<file path="config.mk">
export PLATFORM = sky130hd
export DESIGN_NAME = csel_top
export DESIGN_NICKNAME = d
export VERILOG_FILES = /design/src/logic/csel_pkg.sv /design/src/logic/csel_sync.sv /design/src/logic/csel_pin_mux.sv /design/src/logic/csel_top.sv
export SDC_FILE = /design/constraint.sdc
export NUM_CORES = 1
export LEC_CHECK = 0
export ABC_AREA = 1
export BUFFER_PORTS_ARGS = -buffer_cell sky130_fd_sc_hd__buf_2
export CAP_MARGIN = 15
export CORE_MARGIN = 2
export CORE_UTILIZATION = 57
export CTS_BUF_LIST = sky130_fd_sc_hd__clkbuf_16
export DETAILED_ROUTE_END_ITERATION = 8
export HOLD_SLACK_MARGIN = 0.08
export PLACE_DENSITY = 0.8
export REMOVE_ABC_BUFFERS = 1
export SLEW_MARGIN = 0
export SYNTH_ARGS = -nofsm -noshare
export SYNTH_HDL_FRONTEND = slang
export SYNTH_SLANG_ARGS = --single-unit
</file>
<file path="constraint.sdc">
create_clock -name clock -period 1.45 [get_ports clock]
set_input_delay 0.2175 -clock clock [delete_from_list [all_inputs] [get_ports clock]]
set_output_delay 0.2175 -clock clock [all_outputs]
set_load 0.05 [all_outputs]
</file>
<file path="src/logic/csel_pkg.sv">
// clock source selector: register map, field positions, reset values, source codes
// assumes an 8-bit register port from the control-port front end on the same clock
`default_nettype none
package csel_pkg;
	localparam int CSEL_AW = 8;
	localparam int CSEL_DW = 8;
	localparam logic [7:0] CSEL_REF_DSP_OFS = 8'h0d;
	localparam logic [7:0] CSEL_DAC_OSR_OFS = 8'h0e;
	localparam logic [7:0] CSEL_NCP_OFS = 8'h0f;
	localparam logic [7:0] CSEL_DSP_DAC_PIN_OFS = 8'h10;
	localparam logic [7:0] CSEL_NCP_OSR_PIN_OFS = 8'h11;
	localparam logic [7:0] CSEL_REF_PIN_OFS = 8'h12;
	localparam logic [7:0] CSEL_REF_DSP_RST = 8'h00;
	localparam logic [7:0] CSEL_DAC_OSR_RST = 8'h00;
	localparam logic [7:0] CSEL_NCP_RST = 8'h00;
	localparam logic [7:0] CSEL_DSP_DAC_PIN_RST = 8'h00;
	localparam logic [7:0] CSEL_NCP_OSR_PIN_RST = 8'h00;
	localparam logic [7:0] CSEL_REF_PIN_RST = 8'h00;
	localparam logic [7:0] CSEL_UNMAPPED_RD = 8'h00;
	// field positions: high field in bits 6-4, low field in bits 2-0
	localparam int CSEL_HI_LSB = 4;
	localparam int CSEL_LO_LSB = 0;
	localparam int CSEL_FW = 3;
	// pll reference codes
	localparam logic [2:0] CSEL_REF_MCLK = 3'h0;
	localparam logic [2:0] CSEL_REF_SCLK = 3'h1;
	localparam logic [2:0] CSEL_REF_OSC = 3'h2;
	localparam logic [2:0] CSEL_REF_GPIO = 3'h3;
	// dsp / converter divider codes; oversample and charge pump add one, 000 = converter clock
	localparam logic [2:0] CSEL_SRC_MASTER = 3'h0;
	localparam logic [2:0] CSEL_SRC_PLL = 3'h1;
	localparam logic [2:0] CSEL_SRC_OSC = 3'h2;
	localparam logic [2:0] CSEL_SRC_MCLK = 3'h3;
	localparam logic [2:0] CSEL_SRC_SCLK = 3'h4;
	localparam logic [2:0] CSEL_SRC_GPIO = 3'h5;
	localparam logic [2:0] CSEL_OSR_DAC = 3'h0;
	// pin selector codes
	localparam logic [2:0] CSEL_PIN_GPIO0 = 3'h3;
	localparam logic [2:0] CSEL_PIN_GPIO2 = 3'h5;
	localparam int CSEL_SYNC_STAGES = 2;
endpackage : csel_pkg
`default_nettype wire

</file>
<file path="src/logic/csel_sync.sv">
// csel_sync: two-stage synchroniser for a vector of independent levels
// assumes each bit changes slowly compared with the clock; bits are not coherent
`default_nettype none
module csel_sync
	import csel_pkg::*;
#(
	parameter int WIDTH = 6
) (
	input wire logic clock,
	input wire logic rst,
	input wire logic [WIDTH-1:0] async_in,
	output logic [WIDTH-1:0] sync_out
);
	logic [WIDTH-1:0] meta_q;
	logic [WIDTH-1:0] stable_q;

	// first stage feeds only the second
	always_ff @(posedge clock) begin
		if (rst) begin
			meta_q <= '0;
			stable_q <= '0;
		end else begin
			meta_q <= async_in;
			stable_q <= meta_q;
		end
	end

	assign sync_out = stable_q;
endmodule : csel_sync
`default_nettype wire

</file>
<file path="src/logic/csel_pin_mux.sv">
// csel_pin_mux: picks one general-purpose pin level by a 3-bit pin code
// assumes synchronised pin levels; unknown codes mute (level low, ok low)
`default_nettype none
module csel_pin_mux
	import csel_pkg::*;
(
	input wire logic [2:0] pin_code,
	input wire logic gpio0_level,
	input wire logic gpio2_level,
	output logic pin_clk,
	output logic pin_ok
);
	logic is_gpio0;
	logic is_gpio2;

	assign is_gpio0 = (pin_code == CSEL_PIN_GPIO0);
	assign is_gpio2 = (pin_code == CSEL_PIN_GPIO2);
	assign pin_ok = is_gpio0 | is_gpio2;
	assign pin_clk = (is_gpio0 & gpio0_level) | (is_gpio2 & gpio2_level);
endmodule : csel_pin_mux
`default_nettype wire

</file>
<file path="src/logic/csel_top.sv">
// csel_top: clock source selection for the pll reference and four clock dividers
// assumes a same-clock register write/read port; clock sources arrive asynchronously
// and are sampled, so they must run well below half of the 10 MHz system clock
// Behaviour
// - the pll reference is the master clock pin for 0, bit clock pin for 1, oscillator for 2, chosen pin for 3, else muted.
// - in clock auto-set mode the programmed reference code is ignored and the block picks the reference itself.
// - the dsp divider source field in bits 2-0 picks master, pll, oscillator, master pin, bit clock pin or chosen pin.
// - the converter divider source field in bits 6-4 uses the same six codes as the dsp divider.
// - the oversample divider source field in bits 2-0 picks converter clock, then the six sources in order.
// - the charge pump divider source field in bits 2-0 uses the oversample divider's code set.
// - a divider whose source code is outside its set gets no clock and is reported muted.
// - one register holds the dsp pin selector in bits 6-4 and converter pin selector in bits 2-0, bits 7 and 3 reserved.
// - a pin selector picks pin 0 for code 3 and pin 2 for code 5, and mutes for any other code.
// - a second register holds the charge pump pin selector in bits 6-4 and oversample pin selector in bits 2-0.
`default_nettype none
module csel_top
	import csel_pkg::*;
(
	input wire logic clock,
	input wire logic rst,
	input wire logic [CSEL_AW-1:0] reg_addr,
	input wire logic [CSEL_DW-1:0] reg_wdata,
	input wire logic reg_write,
	output logic [CSEL_DW-1:0] reg_rdata,
	input wire logic mclk_pin,
	input wire logic sclk_pin,
	input wire logic gpio0_pin,
	input wire logic gpio2_pin,
	input wire logic internal_oscillator,
	input wire logic pll_clk,
	input wire logic clock_auto_set,
	input wire logic ext_clock_valid,
	output logic pll_ref_clk,
	output logic pll_ref_muted,
	output logic dsp_div_clk,
	output logic dsp_div_muted,
	output logic dac_div_clk,
	output logic dac_div_muted,
	output logic oversampling_rate_clock,
	output logic osr_div_muted,
	output logic negative_charge_pump_clock,
	output logic ncp_div_muted
);
	// result of a source pick: bit 1 = source exists, bit 0 = level
	function automatic logic [1:0] pick_div(input logic [2:0] code, input logic master, input logic pll,
		input logic osc, input logic mclk, input logic sclk, input logic gpio_clk, input logic gpio_ok);
		logic [1:0] r;
		r = 2'h0;
		case (code)
			CSEL_SRC_MASTER: r = {1'b1, master};
			CSEL_SRC_PLL: r = {1'b1, pll};
			CSEL_SRC_OSC: r = {1'b1, osc};
			CSEL_SRC_MCLK: r = {1'b1, mclk};
			CSEL_SRC_SCLK: r = {1'b1, sclk};
			CSEL_SRC_GPIO: r = {gpio_ok, gpio_clk & gpio_ok};
			default: r = 2'h0;
		endcase
		return r;
	endfunction : pick_div

	logic [7:0] ref_dsp_q;
	logic [7:0] dac_osr_q;
	logic [7:0] ncp_q;
	logic [7:0] dsp_dac_pin_q;
	logic [7:0] ncp_osr_pin_q;
	logic [7:0] ref_pin_q;
	logic [7:0] rdata_q;
	logic [7:0] rdata_d;

	// sampled sources: {pll, osc, gpio2, gpio0, sclk, mclk}
	logic [5:0] src_s;
	logic mclk_s;
	logic sclk_s;
	logic gpio0_s;
	logic gpio2_s;
	logic osc_s;
	logic pll_s;

	csel_sync #(
		.WIDTH(6)
	) u_sync (
		.clock(clock),
		.rst(rst),
		.async_in({pll_clk, internal_oscillator, gpio2_pin, gpio0_pin, sclk_pin, mclk_pin}),
		.sync_out(src_s)
	);

	assign mclk_s = src_s[0];
	assign sclk_s = src_s[1];
	assign gpio0_s = src_s[2];
	assign gpio2_s = src_s[3];
	assign osc_s = src_s[4];
	assign pll_s = src_s[5];

	// register fields
	logic [2:0] pll_reference_select;
	logic [2:0] dsp_divider_source;
	logic [2:0] converter_divider_source;
	logic [2:0] oversample_divider_source;
	logic [2:0] charge_pump_divider_source;
	logic [2:0] dsp_pin_clock_select;
	logic [2:0] converter_pin_clock_select;
	logic [2:0] charge_pump_pin_clock_select;
	logic [2:0] oversample_pin_clock_select;
	logic [2:0] ref_pin_clock_select;

	assign pll_reference_select = ref_dsp_q[CSEL_HI_LSB +: CSEL_FW];
	assign dsp_divider_source = ref_dsp_q[CSEL_LO_LSB +: CSEL_FW];
	assign converter_divider_source = dac_osr_q[CSEL_HI_LSB +: CSEL_FW];
	assign oversample_divider_source = dac_osr_q[CSEL_LO_LSB +: CSEL_FW];
	assign charge_pump_divider_source = ncp_q[CSEL_LO_LSB +: CSEL_FW];
	assign dsp_pin_clock_select = dsp_dac_pin_q[CSEL_HI_LSB +: CSEL_FW];
	assign converter_pin_clock_select = dsp_dac_pin_q[CSEL_LO_LSB +: CSEL_FW];
	assign charge_pump_pin_clock_select = ncp_osr_pin_q[CSEL_HI_LSB +: CSEL_FW];
	assign oversample_pin_clock_select = ncp_osr_pin_q[CSEL_LO_LSB +: CSEL_FW];
	assign ref_pin_clock_select = ref_pin_q[CSEL_LO_LSB +: CSEL_FW];

	// per-consumer pin choice
	logic [4:0] gpin_clk;
	logic [4:0] gpin_ok;
	logic [2:0] gpin_code [5];

	assign gpin_code[0] = ref_pin_clock_select;
	assign gpin_code[1] = dsp_pin_clock_select;
	assign gpin_code[2] = converter_pin_clock_select;
	assign gpin_code[3] = oversample_pin_clock_select;
	assign gpin_code[4] = charge_pump_pin_clock_select;

	for (genvar g = 0; g < 5; g++) begin : g_pin
		csel_pin_mux u_pin (
			.pin_code(gpin_code[g]),
			.gpio0_level(gpio0_s),
			.gpio2_level(gpio2_s),
			.pin_clk(gpin_clk[g]),
			.pin_ok(gpin_ok[g])
		);
	end

	// auto master clock falls back to the oscillator so dividers never starve
	logic master_s;
	assign master_s = ext_clock_valid ? pll_s : osc_s;

	// pll reference
	logic [2:0] ref_code_eff;
	logic [2:0] ref_auto_code;
	logic [1:0] ref_pick;
	assign ref_auto_code = ext_clock_valid ? CSEL_REF_MCLK : CSEL_REF_OSC;
	assign ref_code_eff = clock_auto_set ? ref_auto_code : pll_reference_select;
	assign ref_pick = (ref_code_eff == CSEL_REF_MCLK) ? {1'b1, mclk_s} :
		(ref_code_eff == CSEL_REF_SCLK) ? {1'b1, sclk_s} :
		(ref_code_eff == CSEL_REF_OSC) ? {1'b1, osc_s} :
		(ref_code_eff == CSEL_REF_GPIO) ? {gpin_ok[0], gpin_clk[0] & gpin_ok[0]} : 2'h0;

	// dividers
	logic [1:0] dsp_pick;
	logic [1:0] dac_pick;
	logic [1:0] osr_pick;
	logic [1:0] ncp_pick;
	logic [2:0] osr_shift;
	logic [2:0] ncp_shift;
	assign dsp_pick = pick_div(dsp_divider_source, master_s, pll_s, osc_s, mclk_s, sclk_s,
		gpin_clk[1], gpin_ok[1]);
	assign dac_pick = pick_div(converter_divider_source, master_s, pll_s, osc_s, mclk_s, sclk_s,
		gpin_clk[2], gpin_ok[2]);
	// oversample codes are the divider codes moved up by one, which lets one decoder serve both
	assign osr_shift = 3'(oversample_divider_source - 3'h1);
	assign ncp_shift = 3'(charge_pump_divider_source - 3'h1);
	assign osr_pick = (oversample_divider_source == CSEL_OSR_DAC) ? dac_pick :
		pick_div(osr_shift, master_s, pll_s, osc_s, mclk_s, sclk_s, gpin_clk[3], gpin_ok[3]);
	assign ncp_pick = (charge_pump_divider_source == CSEL_OSR_DAC) ? dac_pick :
		pick_div(ncp_shift, master_s, pll_s, osc_s, mclk_s, sclk_s, gpin_clk[4], gpin_ok[4]);

	// code 111 shifted becomes 110, which pick_div already mutes
	always_ff @(posedge clock) begin
		if (rst) begin
			pll_ref_clk <= 1'b0;
			pll_ref_muted <= 1'b1;
			dsp_div_clk <= 1'b0;
			dsp_div_muted <= 1'b1;
			dac_div_clk <= 1'b0;
			dac_div_muted <= 1'b1;
			oversampling_rate_clock <= 1'b0;
			osr_div_muted <= 1'b1;
			negative_charge_pump_clock <= 1'b0;
			ncp_div_muted <= 1'b1;
		end else begin
			pll_ref_clk <= ref_pick[0];
			pll_ref_muted <= ~ref_pick[1];
			dsp_div_clk <= dsp_pick[0];
			dsp_div_muted <= ~dsp_pick[1];
			dac_div_clk <= dac_pick[0];
			dac_div_muted <= ~dac_pick[1];
			oversampling_rate_clock <= osr_pick[0];
			osr_div_muted <= ~osr_pick[1];
			negative_charge_pump_clock <= ncp_pick[0];
			ncp_div_muted <= ~ncp_pick[1];
		end
	end

	// register port
	always_ff @(posedge clock) begin
		if (rst) begin
			ref_dsp_q <= CSEL_REF_DSP_RST;
			dac_osr_q <= CSEL_DAC_OSR_RST;
			ncp_q <= CSEL_NCP_RST;
			dsp_dac_pin_q <= CSEL_DSP_DAC_PIN_RST;
			ncp_osr_pin_q <= CSEL_NCP_OSR_PIN_RST;
			ref_pin_q <= CSEL_REF_PIN_RST;
		end else if (reg_write) begin
			if (reg_addr == CSEL_REF_DSP_OFS) ref_dsp_q <= reg_wdata;
			if (reg_addr == CSEL_DAC_OSR_OFS) dac_osr_q <= reg_wdata;
			if (reg_addr == CSEL_NCP_OFS) ncp_q <= reg_wdata;
			if (reg_addr == CSEL_DSP_DAC_PIN_OFS) dsp_dac_pin_q <= reg_wdata;
			if (reg_addr == CSEL_NCP_OSR_PIN_OFS) ncp_osr_pin_q <= reg_wdata;
			if (reg_addr == CSEL_REF_PIN_OFS) ref_pin_q <= reg_wdata;
		end
	end

	assign rdata_d = (reg_addr == CSEL_REF_DSP_OFS) ? ref_dsp_q :
		(reg_addr == CSEL_DAC_OSR_OFS) ? dac_osr_q :
		(reg_addr == CSEL_NCP_OFS) ? ncp_q :
		(reg_addr == CSEL_DSP_DAC_PIN_OFS) ? dsp_dac_pin_q :
		(reg_addr == CSEL_NCP_OSR_PIN_OFS) ? ncp_osr_pin_q :
		(reg_addr == CSEL_REF_PIN_OFS) ? ref_pin_q : CSEL_UNMAPPED_RD;

	always_ff @(posedge clock) begin
		if (rst) rdata_q <= CSEL_UNMAPPED_RD;
		else rdata_q <= rdata_d;
	end

	assign reg_rdata = rdata_q;
endmodule : csel_top
`default_nettype wire

</file>
* After elaboration in Yosys (flattened, before gate mapping)
Index checks and enable logic that the tools add are counted.
** Cells by class
- $add $sub $neg :: 2
- Equality and inequality tests :: 39
- Multiplexer cells :: 19
- Bitwise operators :: 30
- Reduce and logical (&&, ||, !) cells :: 13
** Operators by type and width (number)
- 8-bit two-way mux :: 6
- 2-bit one-hot mux with 6 select lines :: 4
- 3-bit by 2-bit equality test with 1-bit output (second input constant) :: 15
- 3-bit equality test (second input constant) :: 13
- 8-bit by 4-bit equality test with 1-bit output (second input constant) :: 3
- 8-bit by 5-bit equality test with 1-bit output (second input constant) :: 3
- 3-bit zero test :: 7
- 1-bit bitwise AND :: 15
- 3-bit by 1-bit equality test with 1-bit output (second input constant) :: 5
- 2-bit two-way mux :: 7
- 2-bit AND reduction :: 6
- 1-bit OR :: 10
- 3-bit by 1-bit subtractor with 3-bit output (second input constant) :: 2
- 1-bit inverter :: 5
- 3-bit two-way mux :: 1
- 1-bit two-way mux :: 1
** Storage, ports and cells
- Flip-flop bits (word level) :: 78
- Input bits :: 27

* Longest topological paths before layout
Gate-level depths: netlist of the first run.
- Depth in word-level cells :: 9
- Depth in mapped cells :: 10
- Depth with buffers taken out :: 9

* By module
Synthesis of the first run repeated with hierarchy kept, for this count alone.
** Second synthesis, totals
- Cell total of the unflattened synthesis :: 498
- Area total of the unflattened synthesis :: 3706.1 µm²
** By module, submodules not included
- csel_top :: instances 1, cells each 421, area each 3176.8 µm², sequential area each 1321.3 µm²
- csel_sync :: instances 1, cells each 37, area each 341.6 µm², sequential area each 240.2 µm²
- csel_pin_mux :: instances 5, cells each 8, area each 37.5 µm², sequential area each 0.0 µm²

* Worst setup path before layout of the first run
OpenSTA, ideal clock, no wires.
- Kind :: reg2reg
- Start point :: register ncp_q[0]
- End point :: register negative_charge_pump_clock
- Arrival time :: 1.190 ns
- Required time :: 1.337 ns
- Setup slack :: 0.147 ns
- Stages on the path, launching flop included :: 9
- Period minus slack after synthesis :: 1.303 ns
- Cells stage by stage :: dfxtp_1 nor2_1 ha_1 inv_1 o21ai_0 o2bb2ai_1 nand2_1 nand2_1 nor2_1
** On the way
- Word-level cells in the longest chain between the ends :: 4
- Elaborated cells on any way between the ends :: 10
- Classes of those cells :: 1 x add/sub; 5 x eq/ne; 2 x mux; 2 x reduce/logical
** Ends and longest elaborated chain
- from (decl) :: RTL line csel_top.sv:63 : logic [7:0] ncp_q;
- from (signal assigned) :: RTL line csel_top.sv:212 : if (reg_addr == CSEL_NCP_OFS) ncp_q <= reg_wdata;
- 3-bit by 1-bit subtractor with 3-bit output :: RTL line csel_top.sv:167 : assign ncp_shift = 3'(charge_pump_divider_source - 3'h1);
- 3-bit equality test, or another cell as far along :: RTL line csel_top.sv:49 : case (code)
- 2-bit one-hot mux with 6 select lines :: RTL line csel_top.sv:49
- 2-bit two-way mux (*) :: RTL line csel_top.sv:170 : assign ncp_pick = (charge_pump_divider_source == CSEL_OSR_DAC) ? dac_pick :
- to (signal assigned) :: RTL line csel_top.sv:195 : negative_charge_pump_clock <= ncp_pick[0];
- to (decl) :: RTL line csel_top.sv:41 : output logic negative_charge_pump_clock,
Mark *: on every way between the ends. The rest lies on a longest branch, timed or not.
A chain may end at the register's enable or synchronous reset.

* Worst setup path after layout of the first run
- Start point :: register ncp_q[2]
- End point :: register negative_charge_pump_clock
The elaborated chain is that of the path after synthesis.

==> insert_results.sql, run 1 <==
INSERT INTO impl_metrics (metric_group, metric, value, unit) VALUES
('status', 'status', 'finished clean', ''),
('pwr', 'power_density', '1060', 'nW/um^2'),
('drt', 'number_of_design_rule_violations_left_by_the_first_detailed_router_iteration', '366', ''),
('critical_path', 'critical_path_required', '1.68', 'ns'),
('synthesis', 'synthesis.area', '3570', 'um^2'),
('synthesis', 'syn-instance-count', '479', ''),
('sta', 'finalCritPeriodShare', '91.6', '%'),
('global_route', 'grt_overflow', '0', ''),
('critical_path', 'critPathKind', 'flop to flop', ''),
('cts', 'ctsHoldBuffers', '0', ''),
('critical_path', 'critPathSlowestCell', 'sky130_fd_sc_hd__dfxtp_2', ''),
('floorplan', 'row_count', '28', ''),
('sta', 'final.hold.worst_slack', '0.0860', 'ns'),
('sta', 'finalSetupViolCount', '0', ''),
('sta', 'grt_setup_unrepaired', 'false', ''),
('drt', 'routed_wirelength', '9340', 'um'),
('cells_and_area', 'area_growth_syn_to_layout', '18.9', '%'),
('global_route', 'grt_util_all_layers', '28.3', '%'),
('sta', 'clock_skew', '0.00356', 'ns'),
('cells_and_area', 'layout.nets', '568', ''),
('synthesis', 'ys_seq_elements', '78', ''),
('drt', 'vias', '3559', ''),
('sta', 'slew_viol_final', '0', ''),
('drt', 'post_drt_via_cell_ratio', '5.75', ''),
('cts', 'cts.htree.levels', '3', ''),
('synthesis', 'syn_avg_cell_area', '7.45', 'um^2'),
('pwr', 'clock_power_share', '44.0', '%'),
('floorplan', 'chipHeight', '83.1', 'um'),
('sta', 'max_freq', '753', 'MHz'),
('pwr', 'internal_power', '3.40', 'mW'),
('floorplan', 'die_x', '83.1', 'um'),
('min_path', 'timing.hold.worst.class', 'primary input to flop', ''),
('pwr', 'total_leakage_power', '1.85', 'nW'),
('place', 'post_detailed_placement_half_perimeter_wirelength', '6590', 'um'),
('flow_run', 'max-cap-violations', '0', ''),
('cts', 'post_cts_buffers', '0', ''),
('pwr', 'switching_power', '1.10', 'mW'),
('cts', 'cts_bufs_inserted', '9', ''),
('floorplan', 'floorplan.initialDensity', '59.6', '%'),
('cts', 'cts_max_path_buffers', '2', ''),
('drt', 'ant_nets', '0', ''),
('sta', 'finalWorstPathRequiredPeriod', '1.33', 'ns'),
('pwr', 'power_frac_seq', '48.6', '%'),
('pwr', 'switching_share', '24.4', '%'),
('sta', 'timing_hold_violations_final', '0', ''),
('global_route', 'grt_antenna_before_repair', '0', ''),
('sta', 'worst_case_setup_margin_in_the_final_layout', '0.122', 'ns'),
('synthesis', 'count_of_unique_library_cells_instantiated_by_yosys', '35', ''),
('sta', 'slew_headroom', '70.9', '%'),
('floorplan', 'placeableCoreArea', '5990', 'um^2'),
('critical_path', 'worst_path_largest_cell_delay', '0.35', 'ns'),
('cells_and_area', 'layout.cells.non_filler', '619', ''),
('cts', 'numClockSinks', '78', ''),
('floorplan', 'total_die_area', '6910', 'um^2'),
('place', 'gp_congestion', '0.951', ''),
('cells_and_area', 'insertedDiodeCount', '0', ''),
('pwr', 'irDropWorstVdd', '0.000746', 'V'),
('critical_path', 'critical_path.cell_chain', 'inv_1 > ha_1 > inv_1 > o21ai_0 > o2bb2ai_1 > nand2_1 > nand2_1 > nor2_1', ''),
('sta', 'tightestPinTransition', '0.435', 'ns'),
('pwr', 'power', '4.50', 'mW'),
('floorplan', 'io_pins', '45', ''),
('synthesis', 'synth_sequential_area_ratio', '43.7', '%'),
('critical_path', 'crit_arrival', '1.56', 'ns'),
('cts', 'clk_pin_slew_worst_paths', '0.06', 'ns'),
('global_route', 'number_of_global_route_vias_before_repair', '3449', ''),
('place', 'port_buffers', '44', ''),
('cts', 'cts_tree', 'built', ''),
('critical_path', 'crit_path_start_kind', 'flop', ''),
('cts', 'clk_latency', '0.33', 'ns'),
('synthesis', 'yosys_warnings', '0', ''),
('drt', 'wire_per_inst', '15.1', 'um'),
('drt', 'drt_first_pass_iters', '6', ''),
('place', 'dp_cells', '603', ''),
('pwr', 'share_comb_of_total_power', '7.3', '%'),
('cells_and_area', 'drive_above_1_share', '19.9', '%'),
('global_route', 'grt_max_degree', '50', ''),
('drt', 'drc', '0', ''),
('critical_path', 'highest_fanout_seen_on_the_critical_path', '4', ''),
('place', 'place_worst_setup_slack', '-0.0256', 'ns'),
('critical_path', 'critical_path_end_type', 'flop', ''),
('cts', 'cts.root.buffer_cell', 'sky130_fd_sc_hd__clkbuf_16', ''),
('global_route', 'grt_pass1_wl', '15900', 'um');
[power by group through the flow]
| stage | registers (mW) | clock network [mW] | logic, mW |
|---|---|---|---|
| 3_3_place_gp | 2.24 | 0 | 0.315 |
| 5_1_grt | 2.19 | 2.07 | 0.360 |
| 6_report | 2.19 | 1.98 | 0.330 |
| 2_1_floorplan | 2.28 | 0 | 0.144 |
| 4_1_cts | 2.19 | 2.00 | 0.325 |
| 3_5_place_dp | 2.24 | 0 | 0.323 |
[metrics by stage]
| stage | utilization [%] | cell area [um^2] | TNS [ns] |
|---|---|---|---|
| finish | 70.9 | 4250 | 0 |
| global route | 70.9 | 4250 | 0 |
| CTS | 70.7 | 4240 | 0 |
| detailed placement | 66.4 | 3980 | -0.0477 |
| global placement | 66.4 | 3980 | 0 |
| floorplan | - | 3480 | -0.234 |
[state kept, by name, indices dropped and copies added (netlist names), 6 cells and up]
signal and flops:
ref_pin_q 8, ref_dsp_q 8, reg_rdata 8, dsp_dac_pin_q 8
u_sync.meta_q 6, u_sync.sync_out 6, ncp_q 8, ncp_osr_pin_q 8
dac_osr_q 8
[cell families (layout without fill, tap and decap cells)]
group | Yosys count | after routing | share of synthesized area, %
AND/OR/NAND/NOR | 179 | 179 | 25.6
AO/OA/AOI/OAI | 141 | 141 | 20.5
adder cells (fa/ha/maj) | 2 | 2 | 0.701
flip-flops | 78 | 78 | 43.7
buffers and inverters | 79 | 144 | 9.46
[metal layers]
metal / part of all wire (%) / track usage (%) / vias to the layer above
met4: 3.2 / 15.6 / 0
met1: 42 / 36.3 / 1617
met3: 7.7 / 4.47 / 30
li1: - / - / 1726
met5: 0 / 0 / -
met2: 47 / 45.5 / 186
[final cells by class]
cell class / count / area [um^2]
timing repair buffer: 65 / 403
fill: 470 / 1750
sequential: 78 / 1560
tap: 75 / 93.8
multi-input combinational: 322 / 1680
clock buffer: 9 / 225
clock inverter: 7 / 33.8
inverter: 63 / 250
[repair_timing]
action                                  CTS  global route
endpoints found under the setup margin    0             2
resized for setup                         0             6
endpoints found under the hold margin     0             0
[synthesized netlist by cell type]
| library cell | count | share of area [%] |
|---|---|---|
| sky130_fd_sc_hd__o2bb2ai_1 | 1 | 0.25 |
| sky130_fd_sc_hd__buf_2 | 4 | 0.56 |
| sky130_fd_sc_hd__inv_1 | 55 | 5.8 |
| sky130_fd_sc_hd__nor2_8 | 3 | 1.7 |
| sky130_fd_sc_hd__o22ai_1 | 1 | 0.18 |
| sky130_fd_sc_hd__nor2_4 | 6 | 1.9 |
| sky130_fd_sc_hd__o21ai_1 | 18 | 2.5 |
| sky130_fd_sc_hd__ha_1 | 2 | 0.70 |
| sky130_fd_sc_hd__o2111ai_1 | 1 | 0.25 |
| sky130_fd_sc_hd__bufinv_8 | 1 | 0.49 |
| sky130_fd_sc_hd__nand2_4 | 2 | 0.63 |
| sky130_fd_sc_hd__dfxtp_1 | 78 | 44 |
| sky130_fd_sc_hd__a211oi_1 | 2 | 0.42 |
| sky130_fd_sc_hd__nor3_1 | 2 | 0.28 |
| sky130_fd_sc_hd__inv_2 | 6 | 0.63 |
| sky130_fd_sc_hd__nor3_4 | 1 | 0.46 |
| sky130_fd_sc_hd__a21o_1 | 1 | 0.21 |
| sky130_fd_sc_hd__buf_4 | 2 | 0.42 |
| sky130_fd_sc_hd__nand3_1 | 42 | 5.9 |
| sky130_fd_sc_hd__o21ai_0 | 51 | 7.2 |
| sky130_fd_sc_hd__nand3b_1 | 2 | 0.42 |
| sky130_fd_sc_hd__nor2_2 | 1 | 0.18 |
| sky130_fd_sc_hd__nor2_1 | 44 | 4.6 |
| sky130_fd_sc_hd__a41oi_1 | 1 | 0.25 |
| sky130_fd_sc_hd__nand2_1 | 56 | 5.9 |
| sky130_fd_sc_hd__buf_1 | 1 | 0.11 |
| sky130_fd_sc_hd__nand3_2 | 1 | 0.28 |
| sky130_fd_sc_hd__clkbuf_1 | 7 | 0.74 |
| sky130_fd_sc_hd__nand4_1 | 13 | 2.3 |
| sky130_fd_sc_hd__o31ai_1 | 1 | 0.21 |
| sky130_fd_sc_hd__a21oi_1 | 62 | 8.7 |
| sky130_fd_sc_hd__clkinv_1 | 1 | 0.11 |
| sky130_fd_sc_hd__o211ai_1 | 2 | 0.42 |
| sky130_fd_sc_hd__nand2_2 | 6 | 1.1 |
| sky130_fd_sc_hd__buf_6 | 2 | 0.63 |
[cell usage in the layout, fill, tap and decap left out, drive strengths merged]
master	netlist	final
o2111ai	1	1
o22ai	1	1
dfxtp	78	78
clkinv	1	4
buf	9	65
bufinv	1	1
inv	61	63
a21o	1	1
nand2	64	64
clkinvlp	0	2
o2bb2ai	1	1
nand3b	2	2
a21oi	62	62
nand4	13	13
o21ai	69	69
ha	2	2
a41oi	1	1
nand3	43	43
nor3	3	3
o211ai	2	2
o31ai	1	1
a211oi	2	2
clkbuf	7	9
nor2	54	54
[worst paths after layout]
kind | start | to | slack (ns) | cells after the start
hold reg to reg | u_sync.meta_q[3] | u_sync.sync_out[3] | 0.40 | 2
setup / recovery | ncp_q[2] | negative_charge_pump_clock | 0.12 | 8
setup reg to reg | ncp_q[2] | negative_charge_pump_clock | 0.12 | 8
hold / removal | mclk_pin | u_sync.meta_q[0] | 0.09 | 3
[critical path, delay by kind of cell, from the launching register on]
family	cells	cell delay, ns
adder cells (fa/ha/maj)	1	0.32
buffers and inverters	2	0.17
AND/OR/NAND/NOR	3	0.14
AO/OA/AOI/OAI	2	0.24
flip-flops	1	0.35
Note: power is estimated with default switching activity, not from simulation.
==> run 2: changes to the inputs <==
- CORE_UTILIZATION: 57 -> 25
- PLACE_DENSITY: 0.8 -> 0.42
==> insert_results.sql, run 2 (synthesized netlist as in run 1, its figures left out) <==
INSERT INTO impl_metrics (metric_group, metric, value, unit) VALUES
('floorplan', 'io_pins', '45', ''),
('cts', 'cts.htree.levels', '3', ''),
('critical_path', 'critical_path.n_buffers_inverters', '1', ''),
('status', 'status', 'finished clean', ''),
('critical_path', 'highest_fanout_seen_on_the_critical_path', '4', ''),
('global_route', 'grt_overflow', '0', ''),
('floorplan', 'placeableCoreArea', '13900', 'um^2'),
('global_route', 'grt_max_degree', '58', ''),
('pwr', 'irDropWorstVdd', '0.000535', 'V'),
('floorplan', 'die_x', '123', 'um'),
('critical_path', 'crit_path_frequent_cell', 'sky130_fd_sc_hd__nand2_1', ''),
('critical_path', 'critical_path_required', '1.68', 'ns'),
('sta', 'clock_skew', '0.00613', 'ns'),
('critical_path', 'critical_path_end_type', 'flop', ''),
('sta', 'finalCritPeriodShare', '93.4', '%'),
('sta', 'slew_headroom', '74.8', '%'),
('cts', 'numClockSinks', '78', ''),
('flow_run', 'max-cap-violations', '0', ''),
('critical_path', 'crit_arrival', '1.58', 'ns'),
('cts', 'cts.root.buffer_cell', 'sky130_fd_sc_hd__clkbuf_16', ''),
('cells_and_area', 'area_growth_syn_to_layout', '26.1', '%'),
('cells_and_area', 'final_common_cell', 'sky130_fd_sc_hd__dfxtp_1', ''),
('cells_and_area', 'fillers', '1497', ''),
('cts', 'cts_bufs_inserted', '9', ''),
('floorplan', 'row_count', '43', ''),
('drt', 'vias', '3442', ''),
('global_route', 'grt_util_all_layers', '15.3', '%'),
('floorplan', 'chipHeight', '123', 'um'),
('sta', 'finalWorstPathRequiredPeriod', '1.35', 'ns'),
('floorplan', 'total_die_area', '15300', 'um^2'),
('cts', 'clk_pin_slew_worst_paths', '0.06', 'ns'),
('drt', 'drc', '0', ''),
('cells_and_area', 'drive_above_1_share', '21.3', '%'),
('drt', 'number_of_design_rule_violations_left_by_the_first_detailed_router_iteration', '173', ''),
('cts', 'cts_max_path_buffers', '2', ''),
('cells_and_area', 'insertedDiodeCount', '0', ''),
('cells_and_area', 'layout.nets', '577', ''),
('pwr', 'power_density', '1060', 'nW/um^2'),
('sta', 'grt_setup_unrepaired', 'false', ''),
('place', 'gp_congestion', '0.856', ''),
('floorplan', 'floorplan.initialDensity', '25.6', '%'),
('sta', 'tightestPinTransition', '0.375', 'ns'),
('critical_path', 'critPathKind', 'flop to flop', ''),
('global_route', 'number_of_global_route_vias_before_repair', '3322', ''),
('sta', 'finalSetupViolCount', '0', ''),
('cells_and_area', 'finalInstanceArea', '4500', 'um^2'),
('cells_and_area', 'layout_common_cells', 'sky130_fd_sc_hd__dfxtp_1, sky130_fd_sc_hd__a21oi_1, sky130_fd_sc_hd__nand2_1', ''),
('place', 'post_detailed_placement_half_perimeter_wirelength', '8240', 'um'),
('sta', 'timing_hold_violations_final', '0', ''),
('global_route', 'grt_antenna_before_repair', '0', ''),
('sta', 'worst_case_setup_margin_in_the_final_layout', '0.0956', 'ns'),
('critical_path', 'worst_path_largest_cell_delay', '0.32', 'ns'),
('sta', 'max_freq', '738', 'MHz'),
('drt', 'drt_first_pass_iters', '4', ''),
('critical_path', 'path_delay_family', 'flip-flops', ''),
('drt', 'routed_wirelength', '11000', 'um'),
('sta', 'slew_viol_final', '0', ''),
('place', 'postPlaceCellArea', '4200', 'um^2'),
('drt', 'ant_nets', '0', ''),
('min_path', 'timing.hold.worst.class', 'primary input to flop', ''),
('critical_path', 'critPathSlowestCell', 'sky130_fd_sc_hd__dfxtp_1', ''),
('critical_path', 'critical_path.cell_chain', 'nor2_2 > ha_1 > inv_1 > a21oi_1 > o21ai_0 > nand2_1 > nand2_1 > nor2_1', ''),
('cts', 'clk_latency', '0.33', 'ns'),
('cts', 'cts_tree', 'built', ''),
('drt', 'post_drt_via_cell_ratio', '4.70', ''),
('pwr', 'total_leakage_power', '1.92', 'nW'),
('sta', 'final.hold.worst_slack', '0.0894', 'ns'),
('place', 'place_worst_setup_slack', '-0.0114', 'ns'),
('drt', 'wire_per_inst', '14.9', 'um'),
('global_route', 'grt_pass1_wl', '17500', 'um'),
('place', 'port_buffers', '44', ''),
('critical_path', 'crit_path_start_kind', 'flop', '');
==> run 2: cell types whose count changed in the layout (fill, tap and decap cells not counted), sizes merged <==
cell / before / now
buf: 65 / 73
bufinv: 1 / 2
clkinv: 4 / 5
clkinvlp: 2 / 1
dlygate4sd3: 0 / 1
inv: 63 / 62
==> run 2: layer usage <==
layer	GRT usage, %	wire length (um)	up-vias
met2	25.6	5290	81
met5	0	0	-
met3	2.81	532	17
met1	19.7	4910	1590
li1	-	-	1754
met4	5.54	226	0
==> run 2: tightest hold or removal path, delay by kind of cell <==
kind / cells / cell delay (ns)
buf+inv: 2 / 0.14
simple gates: 1 / 0.03
==> run 2: worst paths after layout <==
kind | from | end | slack (ns) | cells after the start
worst min register to register | u_sync.meta_q[5] | u_sync.sync_out[5] | 0.40 | 2
worst max-delay path | dac_osr_q[0] | oversampling_rate_clock | 0.1 | 8
worst min-delay path | gpio2_pin | u_sync.meta_q[3] | 0.09 | 3
worst max register to register | dac_osr_q[0] | oversampling_rate_clock | 0.1 | 8
==> run 2: cell type report <==
class | instances | area [um^2] | area share (%)
multi-input cells | 322 | 1680 | 37.2
flip-flops and latches | 78 | 1560 | 34.7
repair buffers | 74 | 498 | 11.1
inverters | 63 | 250 | 5.56
clock buffers | 9 | 225 | 5.00
well taps | 180 | 225 | 5.00
clock inverters | 7 | 63.8 | 1.42
==> run 2: power breakdown <==
group	total, mW	switching [mW]	internal (mW)
clock network	2.23	0.909	1.32
registers	2.19	0.0149	2.17
logic	0.344	0.234	0.111
==> run 2: timing repair <==
| action | CTS | global route |
|---|---|---|
| setup buffers | 0 | 0 |
| hold buffers | 1 | 0 |
| gates resized for setup | 0 | 5 |
| endpoints found under the setup margin | 0 | 2 |
| endpoints found under the hold margin | 1 | 0 |
==> run 2: metrics by stage <==
step | total power, mW | util [%] | instances | setup TNS (ns)
after floorplan | 2.43 | - | 463 | -0.234
after global placement | 2.58 | 30.1 | 716 | 0
after detailed placement | 2.58 | 30.1 | 716 | -0.0114
after CTS | 4.82 | 32.3 | 733 | 0
after global routing | 4.97 | 32.3 | 733 | 0
final | 4.76 | 32.3 | 733 | 0
==> run 3: changes to the inputs <==
- clock period: 1.45 -> 1.6 ns (I/O delays scaled with it)
==> insert_results.sql, run 3 (synthesized netlist as in run 1, its figures left out) <==
INSERT INTO impl_metrics (metric_group, metric, value, unit) VALUES
('sta', 'finalWorstPathRequiredPeriod', '1.44', 'ns'),
('place', 'port_buffers', '44', ''),
('pwr', 'power_density', '1050', 'nW/um^2'),
('global_route', 'grt_antenna_before_repair', '0', ''),
('pwr', 'irDropWorstVdd', '0.000481', 'V'),
('cts', 'cts.root.buffer_cell', 'sky130_fd_sc_hd__clkbuf_16', ''),
('sta', 'slew_viol_final', '0', ''),
('global_route', 'number_of_global_route_vias_before_repair', '3315', ''),
('sta', 'max_freq', '693', 'MHz'),
('floorplan', 'floorplan.initialDensity', '25.6', '%'),
('sta', 'slew_headroom', '69.5', '%'),
('floorplan', 'io_pins', '45', ''),
('cells_and_area', 'layout.nets', '567', ''),
('floorplan', 'placeableCoreArea', '13900', 'um^2'),
('sta', 'grt_setup_unrepaired', 'false', ''),
('critical_path', 'r2r_setup_slack', '0.16', 'ns'),
('drt', 'number_of_design_rule_violations_left_by_the_first_detailed_router_iteration', '268', ''),
('cells_and_area', 'fillers', '1487', ''),
('place', 'post_detailed_placement_half_perimeter_wirelength', '8310', 'um'),
('drt', 'ant_nets', '0', ''),
('critical_path', 'critical_path_end_type', 'flop', ''),
('global_route', 'grt_max_degree', '58', ''),
('cells_and_area', 'final_core_utilization', '31.8', '%'),
('sta', 'finalCritPeriodShare', '90.2', '%'),
('floorplan', 'total_die_area', '15300', 'um^2'),
('sta', 'timing_hold_violations_final', '0', ''),
('sta', 'clock_skew', '0.00437', 'ns'),
('cells_and_area', 'layout_common_cells', 'sky130_fd_sc_hd__dfxtp_1, sky130_fd_sc_hd__a21oi_1, sky130_fd_sc_hd__nand2_1', ''),
('drt', 'drt_first_pass_iters', '4', ''),
('place', 'postPlaceCellArea', '4090', 'um^2'),
('drt', 'vias', '3412', ''),
('global_route', 'grt_overflow', '0', ''),
('critical_path', 'critical_path_required', '1.83', 'ns'),
('cts', 'cts_max_path_buffers', '2', ''),
('cts', 'ctsHoldBuffers', '0', ''),
('cts', 'cts.htree.levels', '3', ''),
('cells_and_area', 'layout.cells.non_filler', '723', ''),
('drt', 'wire_per_inst', '15.4', 'um'),
('global_route', 'grt_util_all_layers', '15.6', '%'),
('place', 'gp_congestion', '0.888', ''),
('flow_run', 'max-cap-violations', '0', ''),
('cts', 'cts_bufs_inserted', '9', ''),
('cts', 'cts_tree', 'built', ''),
('cells_and_area', 'drive_above_1_share', '19.9', '%'),
('floorplan', 'row_count', '43', ''),
('pwr', 'total_leakage_power', '1.88', 'nW'),
('sta', 'timing.setup.tns', '0', 'ns'),
('pwr', 'power', '4.67', 'mW'),
('cells_and_area', 'insertedDiodeCount', '0', ''),
('global_route', 'grt_pass1_wl', '17700', 'um'),
('cts', 'clk_pin_slew_worst_paths', '0.06', 'ns'),
('cells_and_area', 'final_common_cell', 'sky130_fd_sc_hd__dfxtp_1', ''),
('drt', 'drc', '0', ''),
('place', 'dp_cells', '707', ''),
('critical_path', 'highest_fanout_seen_on_the_critical_path', '4', ''),
('cells_and_area', 'area_growth_syn_to_layout', '24.3', '%'),
('critical_path', 'crit_path_start_kind', 'flop', ''),
('critical_path', 'critPathKind', 'flop to flop', ''),
('cts', 'clk_latency', '0.34', 'ns'),
('floorplan', 'die_x', '123', 'um'),
('cts', 'post_cts_buffers', '0', ''),
('sta', 'tightestPinTransition', '0.453', 'ns'),
('cts', 'numClockSinks', '78', ''),
('status', 'status', 'finished clean', ''),
('cells_and_area', 'finalInstanceArea', '4440', 'um^2'),
('sta', 'finalSetupViolCount', '0', ''),
('drt', 'post_drt_via_cell_ratio', '4.72', ''),
('drt', 'routed_wirelength', '11100', 'um'),
('critical_path', 'crit_arrival', '1.68', 'ns'),
('floorplan', 'chipHeight', '123', 'um'),
('min_path', 'timing.hold.worst.class', 'primary input to flop', '');
[run 3: layer usage]
metal / part of all wire [%] / vias to the layer above / global-route usage (%)
li1: - / 1726 / -
met1: 46 / 1590 / 20.4
met2: 48 / 80 / 25.0
met3: 3.9 / 16 / 2.91
met4: 2.5 / 0 / 6.82
met5: 0 / - / 0
[run 3: worst paths after layout]
| kind | startpoint | to | cells after the start |
|---|---|---|---|
| setup / recovery | ncp_q[0] | negative_charge_pump_clock | 8 |
| hold / removal | internal_oscillator | u_sync.meta_q[4] | 3 |
| setup reg to reg | ncp_q[0] | negative_charge_pump_clock | 8 |
| hold reg to reg | u_sync.meta_q[3] | u_sync.sync_out[3] | 2 |
[run 3: layout make-up]
class                      count  area, um^2  share of cell area, %
timing repair buffer          64         383                   8.63
tap                          180         225                   5.07
sequential                    78        1560                   35.2
multi-input combinational    322        1670                   37.7
clock inverter                 7         120                   2.71
inverter                      63         250                   5.64
clock buffer                   9         225                   5.07
[run 3: through the flow]
step / worst slack, ns / hold slack, ns
2_1_floorplan: 0.0556 / 0.309
3_3_place_gp: 0.0871 / 0.395
3_5_place_dp: 0.0716 / 0.396
4_1_cts: 0.138 / 0.0947
5_1_grt: 0.0416 / 0.115
6_report: 0.157 / 0.103
[run 3: where the power goes]
part,total (mW),switching (mW),internal [mW]
logic,0.306,0.215,0.0918
clock network,2.38,0.849,1.53
registers,1.98,0.0131,1.97
total,4.67,1.08,3.59
[run 3: worst max-delay path, stage by stage (launching register included)]
cell and delay, ns:
sky130_fd_sc_hd__dfxtp_1 0.32, sky130_fd_sc_hd__nor2_2 0.19, sky130_fd_sc_hd__ha_1 0.29, sky130_fd_sc_hd__inv_1 0.12, sky130_fd_sc_hd__a21oi_1 0.09, sky130_fd_sc_hd__a21oi_1 0.17
sky130_fd_sc_hd__nand2_1 0.07, sky130_fd_sc_hd__nand2_1 0.06, sky130_fd_sc_hd__nor2_1 0.04
[run 3: timing repair]
action | 4_1_cts | 5_1_grt
resized for setup | 0 | 1
hold endpoints to repair | 0 | 0
setup endpoints to repair | 0 | 1
